$ cat src/shared/adcss_defines.svh
// Register layout, reset values and lookup constants of the channel select block
`ifndef ADCSS_DEFINES_SVH
`define ADCSS_DEFINES_SVH

`define ADCSS_REG_W               10
`define ADCSS_CR0_RESET           10'h020
`define ADCSS_CR1_RESET           10'h030
`define ADCSS_CR1_WMASK           10'h1FC

`define ADCSS_CR0_EXT_REF         0
`define ADCSS_CR0_SINGLE_CONV     1
`define ADCSS_CR0_POWER_DOWN      2
`define ADCSS_CR0_INPUT_PICK_LO   3
`define ADCSS_CR0_INPUT_PICK_HI   4
`define ADCSS_CR0_PAIR_COUNT_LO   5
`define ADCSS_CR0_PAIR_COUNT_HI   6
`define ADCSS_CR0_AUTOSCAN        7
`define ADCSS_CR0_SELFCHECK_LO    8
`define ADCSS_CR0_SELFCHECK_HI    9

`define ADCSS_CR1_SOFT_RESET      0
`define ADCSS_CR1_OVERRUN_CLEAR   1
`define ADCSS_CR1_FILL_LEVEL_LO   2
`define ADCSS_CR1_FILL_LEVEL_HI   3
`define ADCSS_CR1_AVAIL_PULSE     4
`define ADCSS_CR1_AVAIL_HIGH      5
`define ADCSS_CR1_RW_PIN_MODE     6
`define ADCSS_CR1_NUMBER_FORMAT   7
`define ADCSS_CR1_OFFSET_CAL      8
`define ADCSS_CR1_RESERVED        9

`define ADCSS_ADDR_CR0            2'h0
`define ADCSS_ADDR_CR1            2'h1

`define ADCSS_FIFO_DEPTH          16
`define ADCSS_SAMPLE_W            10
`define ADCSS_TAG_W               4

// Fill level per channel count, four 5-bit entries, selector 3 in the top slot
`define ADCSS_TRIG_1CH            20'h7_2081
`define ADCSS_TRIG_2CH            20'h6_2082
`define ADCSS_TRIG_3CH            20'h6_24C3
`define ADCSS_TRIG_4CH            20'h0_3104

`endif

$ cat src/shared/adcss_pkg.sv
// Types shared by the channel select block
package adcss_pkg;

	typedef enum logic [3:0] {
		adcss_in_none,
		adcss_in_a_pos,
		adcss_in_a_neg,
		adcss_in_b_pos,
		adcss_in_b_neg,
		adcss_in_diff_a,
		adcss_in_diff_b,
		adcss_in_ref_hi,
		adcss_in_ref_mid,
		adcss_in_ref_lo
	} adcss_input_t;

	typedef enum logic [1:0] {
		adcss_test_off,
		adcss_test_upper,
		adcss_test_mid,
		adcss_test_lower
	} adcss_test_t;

endpackage

$ cat src/rtl/adcss_fifo.sv
// Flip-flop FIFO with valid/ready on both sides and a synchronous clear
`timescale 1ns/1ps
`default_nettype none

module adcss_fifo #(
	parameter int WIDTH = 14,
	parameter int DEPTH = 16
) (
	input  wire logic                       clk,
	input  wire logic                       rst,
	input  wire logic                       clear,
	input  wire logic [WIDTH-1:0]           in_data,
	input  wire logic                       in_valid,
	output logic                            in_ready,
	output logic      [WIDTH-1:0]           out_data,
	output logic                            out_valid,
	input  wire logic                       out_ready,
	output logic      [$clog2(DEPTH+1)-1:0] count
);
	localparam int AW = $clog2(DEPTH);
	localparam int CW = $clog2(DEPTH+1);

	logic [WIDTH-1:0] mem_reg [DEPTH];
	logic [AW-1:0]    wr_reg;
	logic [AW-1:0]    wr_next;
	logic [AW-1:0]    rd_reg;
	logic [AW-1:0]    rd_next;
	logic [CW-1:0]    cnt_reg;
	logic [CW-1:0]    cnt_next;
	logic             push;
	logic             pop;

	assign in_ready  = (cnt_reg != CW'(DEPTH));
	assign out_valid = (cnt_reg != '0);
	assign out_data  = mem_reg[rd_reg];
	assign count     = cnt_reg;
	assign push      = in_valid && in_ready;
	assign pop       = out_valid && out_ready;

	always_comb begin
		wr_next  = wr_reg;
		rd_next  = rd_reg;
		cnt_next = cnt_reg;
		if (clear) begin
			wr_next  = '0;
			rd_next  = '0;
			cnt_next = '0;
		end else begin
			if (push)
				wr_next = (wr_reg == AW'(DEPTH-1)) ? '0 : wr_reg + 1'b1;
			if (pop)
				rd_next = (rd_reg == AW'(DEPTH-1)) ? '0 : rd_reg + 1'b1;
			if (push && !pop)
				cnt_next = cnt_reg + 1'b1;
			else if (pop && !push)
				cnt_next = cnt_reg - 1'b1;
		end
	end

	always_ff @(posedge clk) begin
		if (rst) begin
			wr_reg  <= '0;
			rd_reg  <= '0;
			cnt_reg <= '0;
		end else begin
			wr_reg  <= wr_next;
			rd_reg  <= rd_next;
			cnt_reg <= cnt_next;
		end
	end

	// Storage holds no reset; emptiness is carried by the counter
	always_ff @(posedge clk) begin
		if (push && !clear)
			mem_reg[wr_reg] <= in_data;
	end

endmodule

`default_nettype wire

$ cat src/rtl/adcss_scan_seq.sv
// Decodes the input selection fields into a fixed input or an autoscan sequence
`timescale 1ns/1ps
`default_nettype none

module adcss_scan_seq (
	input  wire logic                 clk,
	input  wire logic                 rst,
	input  wire logic                 autoscan,
	input  wire logic                 pair_hi,
	input  wire logic                 pair_lo,
	input  wire logic [1:0]           pick,
	input  wire logic                 step,
	output adcss_pkg::adcss_input_t   cur_input,
	output logic      [2:0]           chan_count
);
	logic [4:0]                 key;
	logic [4:0]                 key_reg;
	logic [1:0]                 pos_reg;
	logic [1:0]                 pos_next;
	logic [2:0]                 len;
	adcss_pkg::adcss_input_t    slot [4];

	assign key = {autoscan, pair_hi, pair_lo, pick};

	always_comb begin
		len = 3'd1;
		for (int i = 0; i < 4; i++)
			slot[i] = adcss_pkg::adcss_in_none;
		case (key)
			5'h00: slot[0] = adcss_pkg::adcss_in_a_pos;
			5'h01: slot[0] = adcss_pkg::adcss_in_a_neg;
			5'h02: slot[0] = adcss_pkg::adcss_in_b_pos;
			5'h03: slot[0] = adcss_pkg::adcss_in_b_neg;
			5'h04: slot[0] = adcss_pkg::adcss_in_diff_a;
			5'h05: slot[0] = adcss_pkg::adcss_in_diff_b;
			5'h11: begin
				len     = 3'd2;
				slot[0] = adcss_pkg::adcss_in_a_pos;
				slot[1] = adcss_pkg::adcss_in_a_neg;
			end
			5'h12: begin
				len     = 3'd3;
				slot[0] = adcss_pkg::adcss_in_a_pos;
				slot[1] = adcss_pkg::adcss_in_a_neg;
				slot[2] = adcss_pkg::adcss_in_b_pos;
			end
			5'h13: begin
				len     = 3'd4;
				slot[0] = adcss_pkg::adcss_in_a_pos;
				slot[1] = adcss_pkg::adcss_in_a_neg;
				slot[2] = adcss_pkg::adcss_in_b_pos;
				slot[3] = adcss_pkg::adcss_in_b_neg;
			end
			5'h15: begin
				len     = 3'd2;
				slot[0] = adcss_pkg::adcss_in_a_pos;
				slot[1] = adcss_pkg::adcss_in_diff_b;
			end
			5'h16: begin
				len     = 3'd3;
				slot[0] = adcss_pkg::adcss_in_a_pos;
				slot[1] = adcss_pkg::adcss_in_a_neg;
				slot[2] = adcss_pkg::adcss_in_diff_b;
			end
			5'h19: begin
				len     = 3'd2;
				slot[0] = adcss_pkg::adcss_in_diff_a;
				slot[1] = adcss_pkg::adcss_in_diff_b;
			end
			// Reserved codes park on no input rather than guess a sequence
			default: len = 3'd1;
		endcase
	end

	// A changed selection restarts the sequence at its first entry
	always_comb begin
		pos_next = pos_reg;
		if (key != key_reg)
			pos_next = '0;
		else if (step)
			pos_next = ({1'b0, pos_reg} == len - 3'd1) ? 2'd0 : pos_reg + 2'd1;
	end

	always_ff @(posedge clk) begin
		if (rst) begin
			pos_reg <= '0;
			key_reg <= 5'h04;
		end else begin
			pos_reg <= pos_next;
			key_reg <= key;
		end
	end

	assign cur_input  = (key != key_reg) ? slot[0] : slot[pos_reg];
	assign chan_count = len;

endmodule

`default_nettype wire

$ cat src/rtl/adcss_top.sv
// Control registers, input selection and sample queue of the converter
// Summary of operation
// Bits 3-4 pick the converted input
// Bit 5 selects single-ended or differential
// Bits 6-7 enable autoscan, set pair count
// Codes 0-3 convert one single-ended input
// Differential codes 0/1 convert A or B pair
// Scan code 1: A-pos, A-neg repeating
// Scan code 2: A-pos, A-neg, B-pos repeating
// Scan code 3: all four single-ended repeating
// Mixed code 1: A-pos, B pair repeating
// Mixed code 2: A-pos, A-neg, B pair
// Two pairs: A pair, B pair repeating
// Bits 8-9 zero means normal conversion
// Test codes convert upper, mid, lower reference
// Second register bit layout fixed as listed
// Host avoids reserved channel configurations
// Address 00 first register, 01 second
// Reading second register clears overflow flag
// Each pair or single input counts once
`timescale 1ns/1ps
`default_nettype none
`include "adcss_defines.svh"

module adcss_top #(
	parameter int FIFO_DEPTH = `ADCSS_FIFO_DEPTH,
	parameter int SAMPLE_W   = `ADCSS_SAMPLE_W
) (
	input  wire logic                          clk,
	input  wire logic                          rst,
	input  wire logic                          reg_addr_lo,
	input  wire logic                          reg_addr_hi,
	input  wire logic [`ADCSS_REG_W-1:0]       data_in,
	output logic      [`ADCSS_REG_W-1:0]       data_out,
	output logic                               data_out_valid,
	input  wire logic                          access,
	input  wire logic                          rd_sel,
	input  wire logic                          wr_sel,
	input  wire logic                          conv_strobe,
	output adcss_pkg::adcss_input_t            active_input,
	output logic      [2:0]                    chan_count,
	input  wire logic [SAMPLE_W-1:0]           conv_data,
	input  wire logic                          conv_valid,
	output logic                               conv_ready,
	output logic      [SAMPLE_W-1:0]           sample_data,
	output adcss_pkg::adcss_input_t            sample_input,
	output logic                               sample_valid,
	input  wire logic                          sample_ready,
	output logic      [$clog2(FIFO_DEPTH+1)-1:0] fifo_count,
	output logic      [4:0]                    fill_level,
	output logic                               overrun,
	output logic                               ext_ref_sel,
	output logic                               single_conv_mode,
	output logic                               power_down,
	output logic                               avail_pulse_type,
	output logic                               avail_active_high,
	output logic                               rw_pin_mode,
	output logic                               number_format_sel,
	output logic                               offset_cal_en
);
	localparam int TW = `ADCSS_TAG_W;
	localparam int QW = SAMPLE_W + TW;

	logic [`ADCSS_REG_W-1:0] cr0_reg;
	logic [`ADCSS_REG_W-1:0] cr0_next;
	logic [`ADCSS_REG_W-1:0] cr1_reg;
	logic [`ADCSS_REG_W-1:0] cr1_next;
	logic                    ovf_reg;
	logic                    ovf_next;
	logic [`ADCSS_REG_W-1:0] dout_reg;
	logic [`ADCSS_REG_W-1:0] dout_next;
	logic                    dval_reg;
	logic                    dval_next;
	logic                    sreset_reg;
	logic                    sreset_next;
	logic [TW-1:0]           tag_reg;
	logic [TW-1:0]           tag_next;

	logic [1:0]              addr;
	logic                    do_rd;
	logic                    do_wr;
	logic                    hit_cr0;
	logic                    hit_cr1;
	logic                    queue_clear;
	logic                    drop;
	logic [1:0]              test_sel;
	adcss_pkg::adcss_input_t scan_input;
	logic [2:0]              scan_count;
	logic [QW-1:0]           q_out;
	logic [19:0]             trig_row;

	// Host access decode
	assign addr    = {reg_addr_hi, reg_addr_lo};
	assign hit_cr0 = (addr == `ADCSS_ADDR_CR0);
	assign hit_cr1 = (addr == `ADCSS_ADDR_CR1);

	// In read/write pin mode the write line carries direction and the read line is ignored
	always_comb begin
		do_rd = 1'b0;
		do_wr = 1'b0;
		if (access) begin
			if (cr1_reg[`ADCSS_CR1_RW_PIN_MODE]) begin
				do_rd = wr_sel;
				do_wr = !wr_sel;
			end else begin
				do_rd = rd_sel && !wr_sel;
				do_wr = wr_sel && !rd_sel;
			end
		end
	end

	// Control register state
	always_comb begin
		cr0_next    = cr0_reg;
		cr1_next    = cr1_reg;
		sreset_next = 1'b0;
		if (sreset_reg) begin
			cr0_next = `ADCSS_CR0_RESET;
			cr1_next = `ADCSS_CR1_RESET;
		end else if (do_wr && hit_cr0) begin
			cr0_next = data_in;
		end else if (do_wr && hit_cr1) begin
			// Reset, queue clear and reserved bits are never stored
			cr1_next    = data_in & `ADCSS_CR1_WMASK;
			sreset_next = data_in[`ADCSS_CR1_SOFT_RESET];
		end
	end

	always_ff @(posedge clk) begin
		if (rst) begin
			cr0_reg    <= `ADCSS_CR0_RESET;
			cr1_reg    <= `ADCSS_CR1_RESET;
			sreset_reg <= 1'b0;
		end else begin
			cr0_reg    <= cr0_next;
			cr1_reg    <= cr1_next;
			sreset_reg <= sreset_next;
		end
	end

	assign queue_clear = sreset_reg
		|| (do_wr && hit_cr1 && data_in[`ADCSS_CR1_OVERRUN_CLEAR]);

	// Overflow flag: a drop in the same cycle as the clearing read keeps the flag set
	// A push refused during a queue clear is dropped silently, never flagged as an overrun
	assign drop = conv_valid && !conv_ready && !queue_clear;

	always_comb begin
		ovf_next = ovf_reg;
		if (sreset_reg)
			ovf_next = 1'b0;
		else if (do_rd && hit_cr1)
			ovf_next = 1'b0;
		if (drop)
			ovf_next = 1'b1;
	end

	always_ff @(posedge clk) begin
		if (rst)
			ovf_reg <= 1'b0;
		else
			ovf_reg <= ovf_next;
	end

	// Read data; unmapped addresses read as zero
	always_comb begin
		dout_next = dout_reg;
		dval_next = 1'b0;
		if (do_rd) begin
			dval_next = 1'b1;
			if (hit_cr0)
				dout_next = cr0_reg;
			else if (hit_cr1) begin
				dout_next = cr1_reg;
				dout_next[`ADCSS_CR1_OVERRUN_CLEAR] = ovf_reg;
			end else
				dout_next = '0;
		end
	end

	always_ff @(posedge clk) begin
		if (rst) begin
			dout_reg <= '0;
			dval_reg <= 1'b0;
		end else begin
			dout_reg <= dout_next;
			dval_reg <= dval_next;
		end
	end

	assign data_out       = dout_reg;
	assign data_out_valid = dval_reg;
	assign overrun        = ovf_reg;

	// Input selection and sequencing
	adcss_scan_seq u_scan (
		.clk        (clk),
		.rst        (rst || sreset_reg),
		.autoscan   (cr0_reg[`ADCSS_CR0_AUTOSCAN]),
		.pair_hi    (cr0_reg[`ADCSS_CR0_PAIR_COUNT_HI]),
		.pair_lo    (cr0_reg[`ADCSS_CR0_PAIR_COUNT_LO]),
		.pick       (cr0_reg[`ADCSS_CR0_INPUT_PICK_HI:`ADCSS_CR0_INPUT_PICK_LO]),
		.step       (conv_strobe && (test_sel == 2'b00)),
		.cur_input  (scan_input),
		.chan_count (scan_count)
	);

	assign test_sel = cr0_reg[`ADCSS_CR0_SELFCHECK_HI:`ADCSS_CR0_SELFCHECK_LO];

	// Test selection overrides the scan and freezes its position
	always_comb begin
		case (adcss_pkg::adcss_test_t'(test_sel))
			adcss_pkg::adcss_test_off:   active_input = scan_input;
			adcss_pkg::adcss_test_upper: active_input = adcss_pkg::adcss_in_ref_hi;
			adcss_pkg::adcss_test_mid:   active_input = adcss_pkg::adcss_in_ref_mid;
			adcss_pkg::adcss_test_lower: active_input = adcss_pkg::adcss_in_ref_lo;
			default:                     active_input = scan_input;
		endcase
	end

	assign chan_count = (test_sel == 2'b00) ? scan_count : 3'd1;

	// Tag each result with the input captured at its conversion strobe
	always_comb begin
		tag_next = tag_reg;
		if (conv_strobe)
			tag_next = active_input;
	end

	always_ff @(posedge clk) begin
		if (rst)
			tag_reg <= '0;
		else
			tag_reg <= tag_next;
	end

	// Sample queue; a full queue stalls the converter and counts as an overrun
	adcss_fifo #(
		.WIDTH (QW),
		.DEPTH (FIFO_DEPTH)
	) u_fifo (
		.clk       (clk),
		.rst       (rst),
		.clear     (queue_clear),
		.in_data   ({tag_reg, conv_data}),
		.in_valid  (conv_valid && !queue_clear),
		.in_ready  (conv_ready),
		.out_data  (q_out),
		.out_valid (sample_valid),
		.out_ready (sample_ready),
		.count     (fifo_count)
	);

	assign sample_data  = q_out[SAMPLE_W-1:0];
	assign sample_input = adcss_pkg::adcss_input_t'(q_out[QW-1:SAMPLE_W]);

	// Fill level threshold depends on how many channels the sequence holds
	always_comb begin
		case (chan_count)
			3'd2:    trig_row = `ADCSS_TRIG_2CH;
			3'd3:    trig_row = `ADCSS_TRIG_3CH;
			3'd4:    trig_row = `ADCSS_TRIG_4CH;
			default: trig_row = `ADCSS_TRIG_1CH;
		endcase
	end

	always_comb begin
		case (cr1_reg[`ADCSS_CR1_FILL_LEVEL_HI:`ADCSS_CR1_FILL_LEVEL_LO])
			2'd0:    fill_level = trig_row[4:0];
			2'd1:    fill_level = trig_row[9:5];
			2'd2:    fill_level = trig_row[14:10];
			default: fill_level = trig_row[19:15];
		endcase
	end

	// Configuration bits passed to the converter core
	assign ext_ref_sel       = cr0_reg[`ADCSS_CR0_EXT_REF];
	assign single_conv_mode  = cr0_reg[`ADCSS_CR0_SINGLE_CONV];
	assign power_down        = cr0_reg[`ADCSS_CR0_POWER_DOWN];
	assign avail_pulse_type  = cr1_reg[`ADCSS_CR1_AVAIL_PULSE];
	assign avail_active_high = cr1_reg[`ADCSS_CR1_AVAIL_HIGH];
	assign rw_pin_mode       = cr1_reg[`ADCSS_CR1_RW_PIN_MODE];
	assign number_format_sel = cr1_reg[`ADCSS_CR1_NUMBER_FORMAT];
	assign offset_cal_en     = cr1_reg[`ADCSS_CR1_OFFSET_CAL];

endmodule

`default_nettype wire

$ cat config.mk
export PLATFORM = sky130hd
export DESIGN_NAME = adcss_top
export DESIGN_NICKNAME = d
export VERILOG_FILES = /design/src/shared/adcss_pkg.sv /design/src/rtl/adcss_fifo.sv /design/src/rtl/adcss_scan_seq.sv /design/src/rtl/adcss_top.sv
export VERILOG_INCLUDE_DIRS = /design/src /design/src/shared
export SDC_FILE = /design/constraint.sdc
export NUM_CORES = 1
export LEC_CHECK = 0
export BUFFER_PORTS_ARGS = -buffer_cell sky130_fd_sc_hd__buf_2
export CORE_UTILIZATION = 60
export DETAILED_ROUTE_END_ITERATION = 8
export MAX_ROUTING_LAYER = met4
export PLACE_DENSITY = 0.75
export SETUP_SLACK_MARGIN = 0.4
export SLEW_MARGIN = 20
export SYNTH_ARGS = -nofsm -noshare
export SYNTH_HDL_FRONTEND = slang
export SYNTH_SLANG_ARGS = --single-unit
$ cat constraint.sdc
create_clock -name clk -period 3.4 [get_ports clk]
set_input_delay 0.68 -clock clk [delete_from_list [all_inputs] [get_ports clk]]
set_output_delay 0.68 -clock clk [all_outputs]
set_load 0.01 [all_outputs]
# ---- Word-level counts from Yosys, hierarchy flattened
# Memory sizes are Yosys's and may differ from the RTL's. A register that Yosys moved wholly into a read port is not among the register bits.
# Cells that the tools add are included.
# Widths: inputs -> output; s select.
dict set report totals {
  regBits 54
  latchBits 0
  mem_bits_rw 224
  romBits 0
  input_bits 30
  output_inout_bits 53
  word_cells 122
  mem_count 1
}
# name depth word_bits read_ports rd_clocked_by_memory_dff write_ports line_no
set memory_table {}
lappend memory_table {u_fifo.mem_reg 16 14 1 1 1 adcss_fifo.sv:23} ;# logic [WIDTH-1:0] mem_reg [DEPTH];
dict set report classes {
  n_addsub 6
  multipliers 0
  div_mod_pow 0
  magnitude_cmp 1
  eq_ne 25
  n_shift 0
  mux 32
  bitwise_logic 3
  reduce_logical 42
}
# cell n
set op_table {}
lappend op_table {{$pmux 19 s3} 1}
lappend op_table {{$eq 5x5->1 const B} 6}
lappend op_table {{$mux 4} 7}
lappend op_table {{$pmux 3 s6} 1}
lappend op_table {{$pmux 4 s4} 1}
lappend op_table {{$logic_and 1x1->1} 15}
lappend op_table {{$pmux 5 s3} 1}
lappend op_table {{$reduce_or 2->1} 7}
lappend op_table {{$pmux 3 s2} 2}
lappend op_table {{$eq 5x2->1 const B} 2}
lappend op_table {{$eq 5x3->1 const B} 2}
lappend op_table {{$mux 1} 10}
lappend op_table {{$mux 10} 1}
lappend op_table {{$mux 5} 2}
lappend op_table {{$mux 9} 1}
lappend op_table {{$pmux 3 s3} 1}
lappend op_table {{$add 4x1->4 const B} 2}
lappend op_table {{$bmux 4 s2} 1}
lappend op_table {{$eq 4x4->1 const B} 2}
lappend op_table {{$reduce_or 4->1} 2}
lappend op_table {{$eq 2x1->1 const B} 3}
lappend op_table {{$eq 2x2->1 const B} 3}
lappend op_table {{$eq 3x2->1 const B} 2}
lappend op_table {{$logic_not 1->1} 6}
lappend op_table {{23 further kinds} 28}

# ---- Depth between registers and ports, before layout
dict set report depth {
  ltp_word 14
  mapped_depth 12
  depth_no_buf 11
}

# ---- Modules after synthesis
# From an unflattened synthesis, not the netlist that was laid out.
dict set report unflattened {
  cells_unflattened 744
  area_unflattened_um2 11823.8
}
# module n_inst cells_per_inst area_per_inst_um2 seq_area_each_um2
set by_module_without_submodules {}
lappend by_module_without_submodules {adcss_fifo 1 457 9357.7 7066.8}
lappend by_module_without_submodules {adcss_top 1 195 1732.9 680.7}
lappend by_module_without_submodules {adcss_scan_seq 1 92 733.2 140.1}

# ---- Worst setup path after synthesis
# Ideal clock, no wire load.
dict set report synth_path {
  kind {input -> register}
  start {in wr_sel}
  end {reg u_fifo.cnt_reg[4] (netlist: u_fifo.count[4])}
  setup_ns 0.070
  arrival_ns 2.963
  required_time_ns 3.330
  slack_ns 0.366
  path_stages 12
  path_buffers 1
  path_cell_list {nor3b_2 > o2111ai_1 > and2_1 > buf_2 > ha_1 > inv_1 > fa_1 > a21o_1 > a21oi_1 > xnor2_1 > or3_1 > a21oi_1}
}
dict set report synth_between {
  elab_chain_cells 12
  word_cells_on_any_way 16
  cone_classes {mux (3); reduce/logical (13)}
}
# item line_no
set synth_rtl {}
lappend synth_rtl {{start, declared} adcss_top.sv:38} ;# input wire logic wr_sel,
lappend synth_rtl {{$logic_and 1x1->1 / $logic_not 1->1 (equally long branches)} {adcss_top.sv:107, adcss_top.sv:104}}
lappend synth_rtl {{$mux 1 (*)} adcss_top.sv:102} ;# if (cr1_reg[`ADCSS_CR1_RW_PIN_MODE]) begin
lappend synth_rtl {{$mux 1 (*)} adcss_top.sv:101} ;# if (access) begin
lappend synth_rtl {{$logic_and 1x1->1 (*) (2 in a row)} adcss_top.sv:142} ;# || (do_wr && hit_cr1 && data_in[`ADCSS_CR1_OVERRUN_CLEAR]);
lappend synth_rtl {{$logic_or 1x1->1 (*)} adcss_top.sv:141} ;# assign queue_clear = sreset_reg
lappend synth_rtl {{$logic_not 1->1 (*)} adcss_top.sv:246} ;# .in_valid (conv_valid && !queue_clear),
lappend synth_rtl {{$logic_and 1x1->1 (*)} adcss_top.sv:246}
lappend synth_rtl {{$logic_and 1x1->1 (*)} adcss_fifo.sv:37} ;# assign push = in_valid && in_ready;
lappend synth_rtl {{via u_fifo.push} adcss_fifo.sv:30} ;# logic push;
lappend synth_rtl {{$logic_not 1->1} adcss_fifo.sv:55} ;# else if (pop && !push)
lappend synth_rtl {{$logic_and 1x1->1} adcss_fifo.sv:55}
lappend synth_rtl {{$reduce_bool 2->1 (no line)} --}
lappend synth_rtl {{end signal, assigned} adcss_fifo.sv:68} ;# cnt_reg <= cnt_next;
lappend synth_rtl {{end, declared} adcss_fifo.sv:28} ;# logic [CW-1:0] cnt_reg;
# The timed path passes the listed nets; every way through them passes the cells marked *.
# A chain may end at the register's enable or synchronous reset.

==> out/results.ini <==
[run_status]
result_of_the_run = finished clean

[layout]
non_filler_instance_count_after_layout = 1081
drive_gt1_frac = 0.322
synthToLayoutAreaGrowth_pct = 16.8
largest_register_ff_count = 224
fin_area_um2 = 13600
n_antenna_cell = 0
finalNetCount = 840
nFillCells = 1162

[drt]
met3_wirelength_mm = 1.80
top_layer_used = met4
met2_wirelength_mm = 12.7
totalWireLength_mm = 25.0
avgRoutedWirePerCell_um = 23.1
routed-via-count = 6523
met1_length_mm = 9.97
drtAntennaViolNets = 0
drc = 0
detailed_routing_iteration_count_for_the_pre_antenna_repair_pass = 5
detailedRoute.firstIterationViolations = 504
via_density_per_instance = 6.03

[clock_tree]
cts_hold_repair.buffers = 0
cts_inserted_buffers = 28
worst_case_clock_buffer_depth = 3
cts_root_buffer = sky130_fd_sc_hd__clkbuf_16
clock_sinks = 282
cts.clk_slew.worst_paths_ps = 60
cts_htree_levels = 1
tritoncts = built
skew_pair_late_insertion_delay_ps = 530

[sta]
totalNegativeSetupSlack_ps = 0
worst_slack_ps = 287
grt_setup_unrepaired = true
timing_worst_slew_pin_value_ps = 714
min_period_ps = 3110
fin_worst_skew_ps = 12.3
fmaxAchievable_mhz = 321
report.final.slew_viol_count = 0
finalSetupViolations = 0
post-route-period-util = 0.916
slew-limit-headroom = 0.524
final_hold_viol_count = 0

[power_and_ir_drop]
cellLeakagePower_nw = 4.86
post-layout-total-power_w = 0.00865
cellPowerDensity_nw_per_um2 = 637
irDropWorstVdd_mv = 0.512

[logic_synthesis]
netlist_area_before_placement_um2 = 11600
async_reset_ff_frac = 0
synth_edf_count = 224
ys_seq_area_frac = 0.678
synth_compound_gate_area_share = 0.0340
avgSynthCellArea_um2 = 16.9
synth.ff_latch_count = 282
netlist-cell-type-count = 65
netlist.area_leader.share = 0.578
synthXorXnorAreaFrac = 0.0105
synth-simple-area-share = 0.0704
postSynth.topFlopCell = sky130_fd_sc_hd__edfxtp_1
yosys-mux-area-fraction = 0.168
yosysWarnings = 0
synth_commonest_cells = 224 x sky130_fd_sc_hd__edfxtp_1, 63 x sky130_fd_sc_hd__nor2_1, 58 x sky130_fd_sc_hd__dfxtp_1
syn-num-nets = 728
netlist.top_cell.by_area = sky130_fd_sc_hd__edfxtp_1
combinational_family_with_the_most_area_after_synthesis = multiplexers
yosys-top-cells-area = sky130_fd_sc_hd__edfxtp_1 58%, sky130_fd_sc_hd__dfxtp_1 10%, sky130_fd_sc_hd__mux4_2 8.9%
synthesized_area_fraction_occupied_by_adder_cells = 0.0133
most_numerous_cell_in_the_yosys_netlist = sky130_fd_sc_hd__edfxtp_1
netlist_instances = 687

[global_route]
grt_use_total = 0.264
grt_pass1_wl_mm = 37.2
first_global_vias = 6471
grt_antenna_before_repair = 0
overflow = 0
grt_start_max_net_pins = 57

[critical_path]
cp.arrival_ps = 2430
reg2reg_depth = 11
cp_max_fo = 8
worst-endpoint-required_ps = 2720
reg2reg_to = u_fifo.count[4]$_SDFFE_PP0P_
r2r_start = u_fifo.count[0]$_SDFFE_PP0P_
crit_path_start_kind = flop
worstSetupEndpointType = output port
timing.reg2reg.setup_slack_ps = 560
crit_type = reg2out

[place]
dp_hpwl_mm = 14.2
io_buffers = 81
routabilityCongestion = 0.843
placed_cells = 1015
dpl_cell_area_um2 = 12400
place_ws_ps = 148

[floorplanning]
core-area_um2 = 18800
num_rows = 50
die_height_um = 141
initial_core_util = 0.618
num_io_pins = 83
design.die.area_um2 = 19900
fp.dieW_um = 141

[min_path]
min_delay_worst_endpoint = cr1_reg[4]$_SDFFE_PP1P_
holdCritStartpoint = data_in[4]
whs_path_depth = 3
min_path_type = in2reg

[flow_run]
maxCapViolations = 0

-- area by class of cell --
class / count / area [µm²] / share of cell area
inverter: 5 / 18.8 / 0.00138
multi-input combinational: 356 / 3480 / 0.256
tap: 260 / 325 / 0.0239
timing repair buffer: 126 / 908 / 0.0669
sequential: 282 / 7910 / 0.583
clock inverter: 19 / 171 / 0.0126
clock buffer: 33 / 762 / 0.0561
-- placed cells by master (no fill, tap or decap), drive strengths merged, types with 3 or more instances in the layout --
cell type,count
nand2,36
or3,5
inv,7
nor2,63
or4,4
clkinv,13
and2,6
xnor2,9
nand3,3
o211ai,3
nor2b,4
nor3b,3
clkbuf,34
nand2b,8
xor2,5
a21oi,31
nor3,18
mux4,70
bufinv,3
ha,10
a21o,3
mux2i,29
dfxtp,58
edfxtp,224
o21ai,11
buf,125
-- critical path, cell delays in order (launching register included) --
cell and delay (ps):
sky130_fd_sc_hd__dfxtp_4 400, sky130_fd_sc_hd__buf_12 170, sky130_fd_sc_hd__clkbuf_16 170, sky130_fd_sc_hd__mux4_2 530
sky130_fd_sc_hd__mux4_2 470, sky130_fd_sc_hd__buf_2 150
-- worst max path at each step --
stage | slack, ps | to
3_3_place_gp | 310 | u_fifo.count[4]$_SDFFE_PP0P_
2_1_floorplan | 460 | u_fifo.count[4]$_SDFFE_PP0P_
5_1_grt | 240 | sample_input[3]
3_5_place_dp | 150 | u_fifo.count[4]$_SDFFE_PP0P_
6_report | 290 | sample_data[6]
4_1_cts | 260 | sample_input[3]
-- stage by stage --
| step | util | hold slack (ps) |
|---|---|---|
| 2_1_floorplan | - | 446 |
| 3_3_place_gp | 0.658 | 440 |
| 3_5_place_dp | 0.658 | 451 |
| 4_1_cts | 0.714 | 354 |
| 5_1_grt | 0.721 | 365 |
| 6_report | 0.721 | 365 |
-- what timing repair did --
action | 4_1_cts | 5_1_grt
pin swaps | 0 | 1
resized for setup | 24 | 19
endpoints found under the setup margin | 16 | 17
buffers inserted | 7 | 5
gates cloned | 1 | 1
-- per-layer routing --
layer  global-route usage  vias up
li1                     -     2916
met2                0.439      319
met5                    -        -
met4               0.0824        0
met1                0.341     3236
met3               0.0387       52
-- logic make-up after synthesis --
| logic type | after synthesis |
|---|---|
| AND/OR/NAND/NOR | 166 |
| XOR/XNOR | 14 |
| flip-flops | 282 |
| adder cells (fa/ha/maj) | 12 |
| AO/OA/AOI/OAI | 64 |
| buffers and inverters | 49 |
| other | 1 |
| multiplexers | 99 |
-- power breakdown --
group	total, W	leakage [nW]	internal [W]	switching [W]
registers	0.00395	2.51	0.00384	0.000115
logic	0.00162	1.87	0.000870	0.000751
clock network	0.00307	0.474	0.00183	0.00125
total	0.00865	4.86	0.00653	0.00211
(Power assumes the default switching activity.)
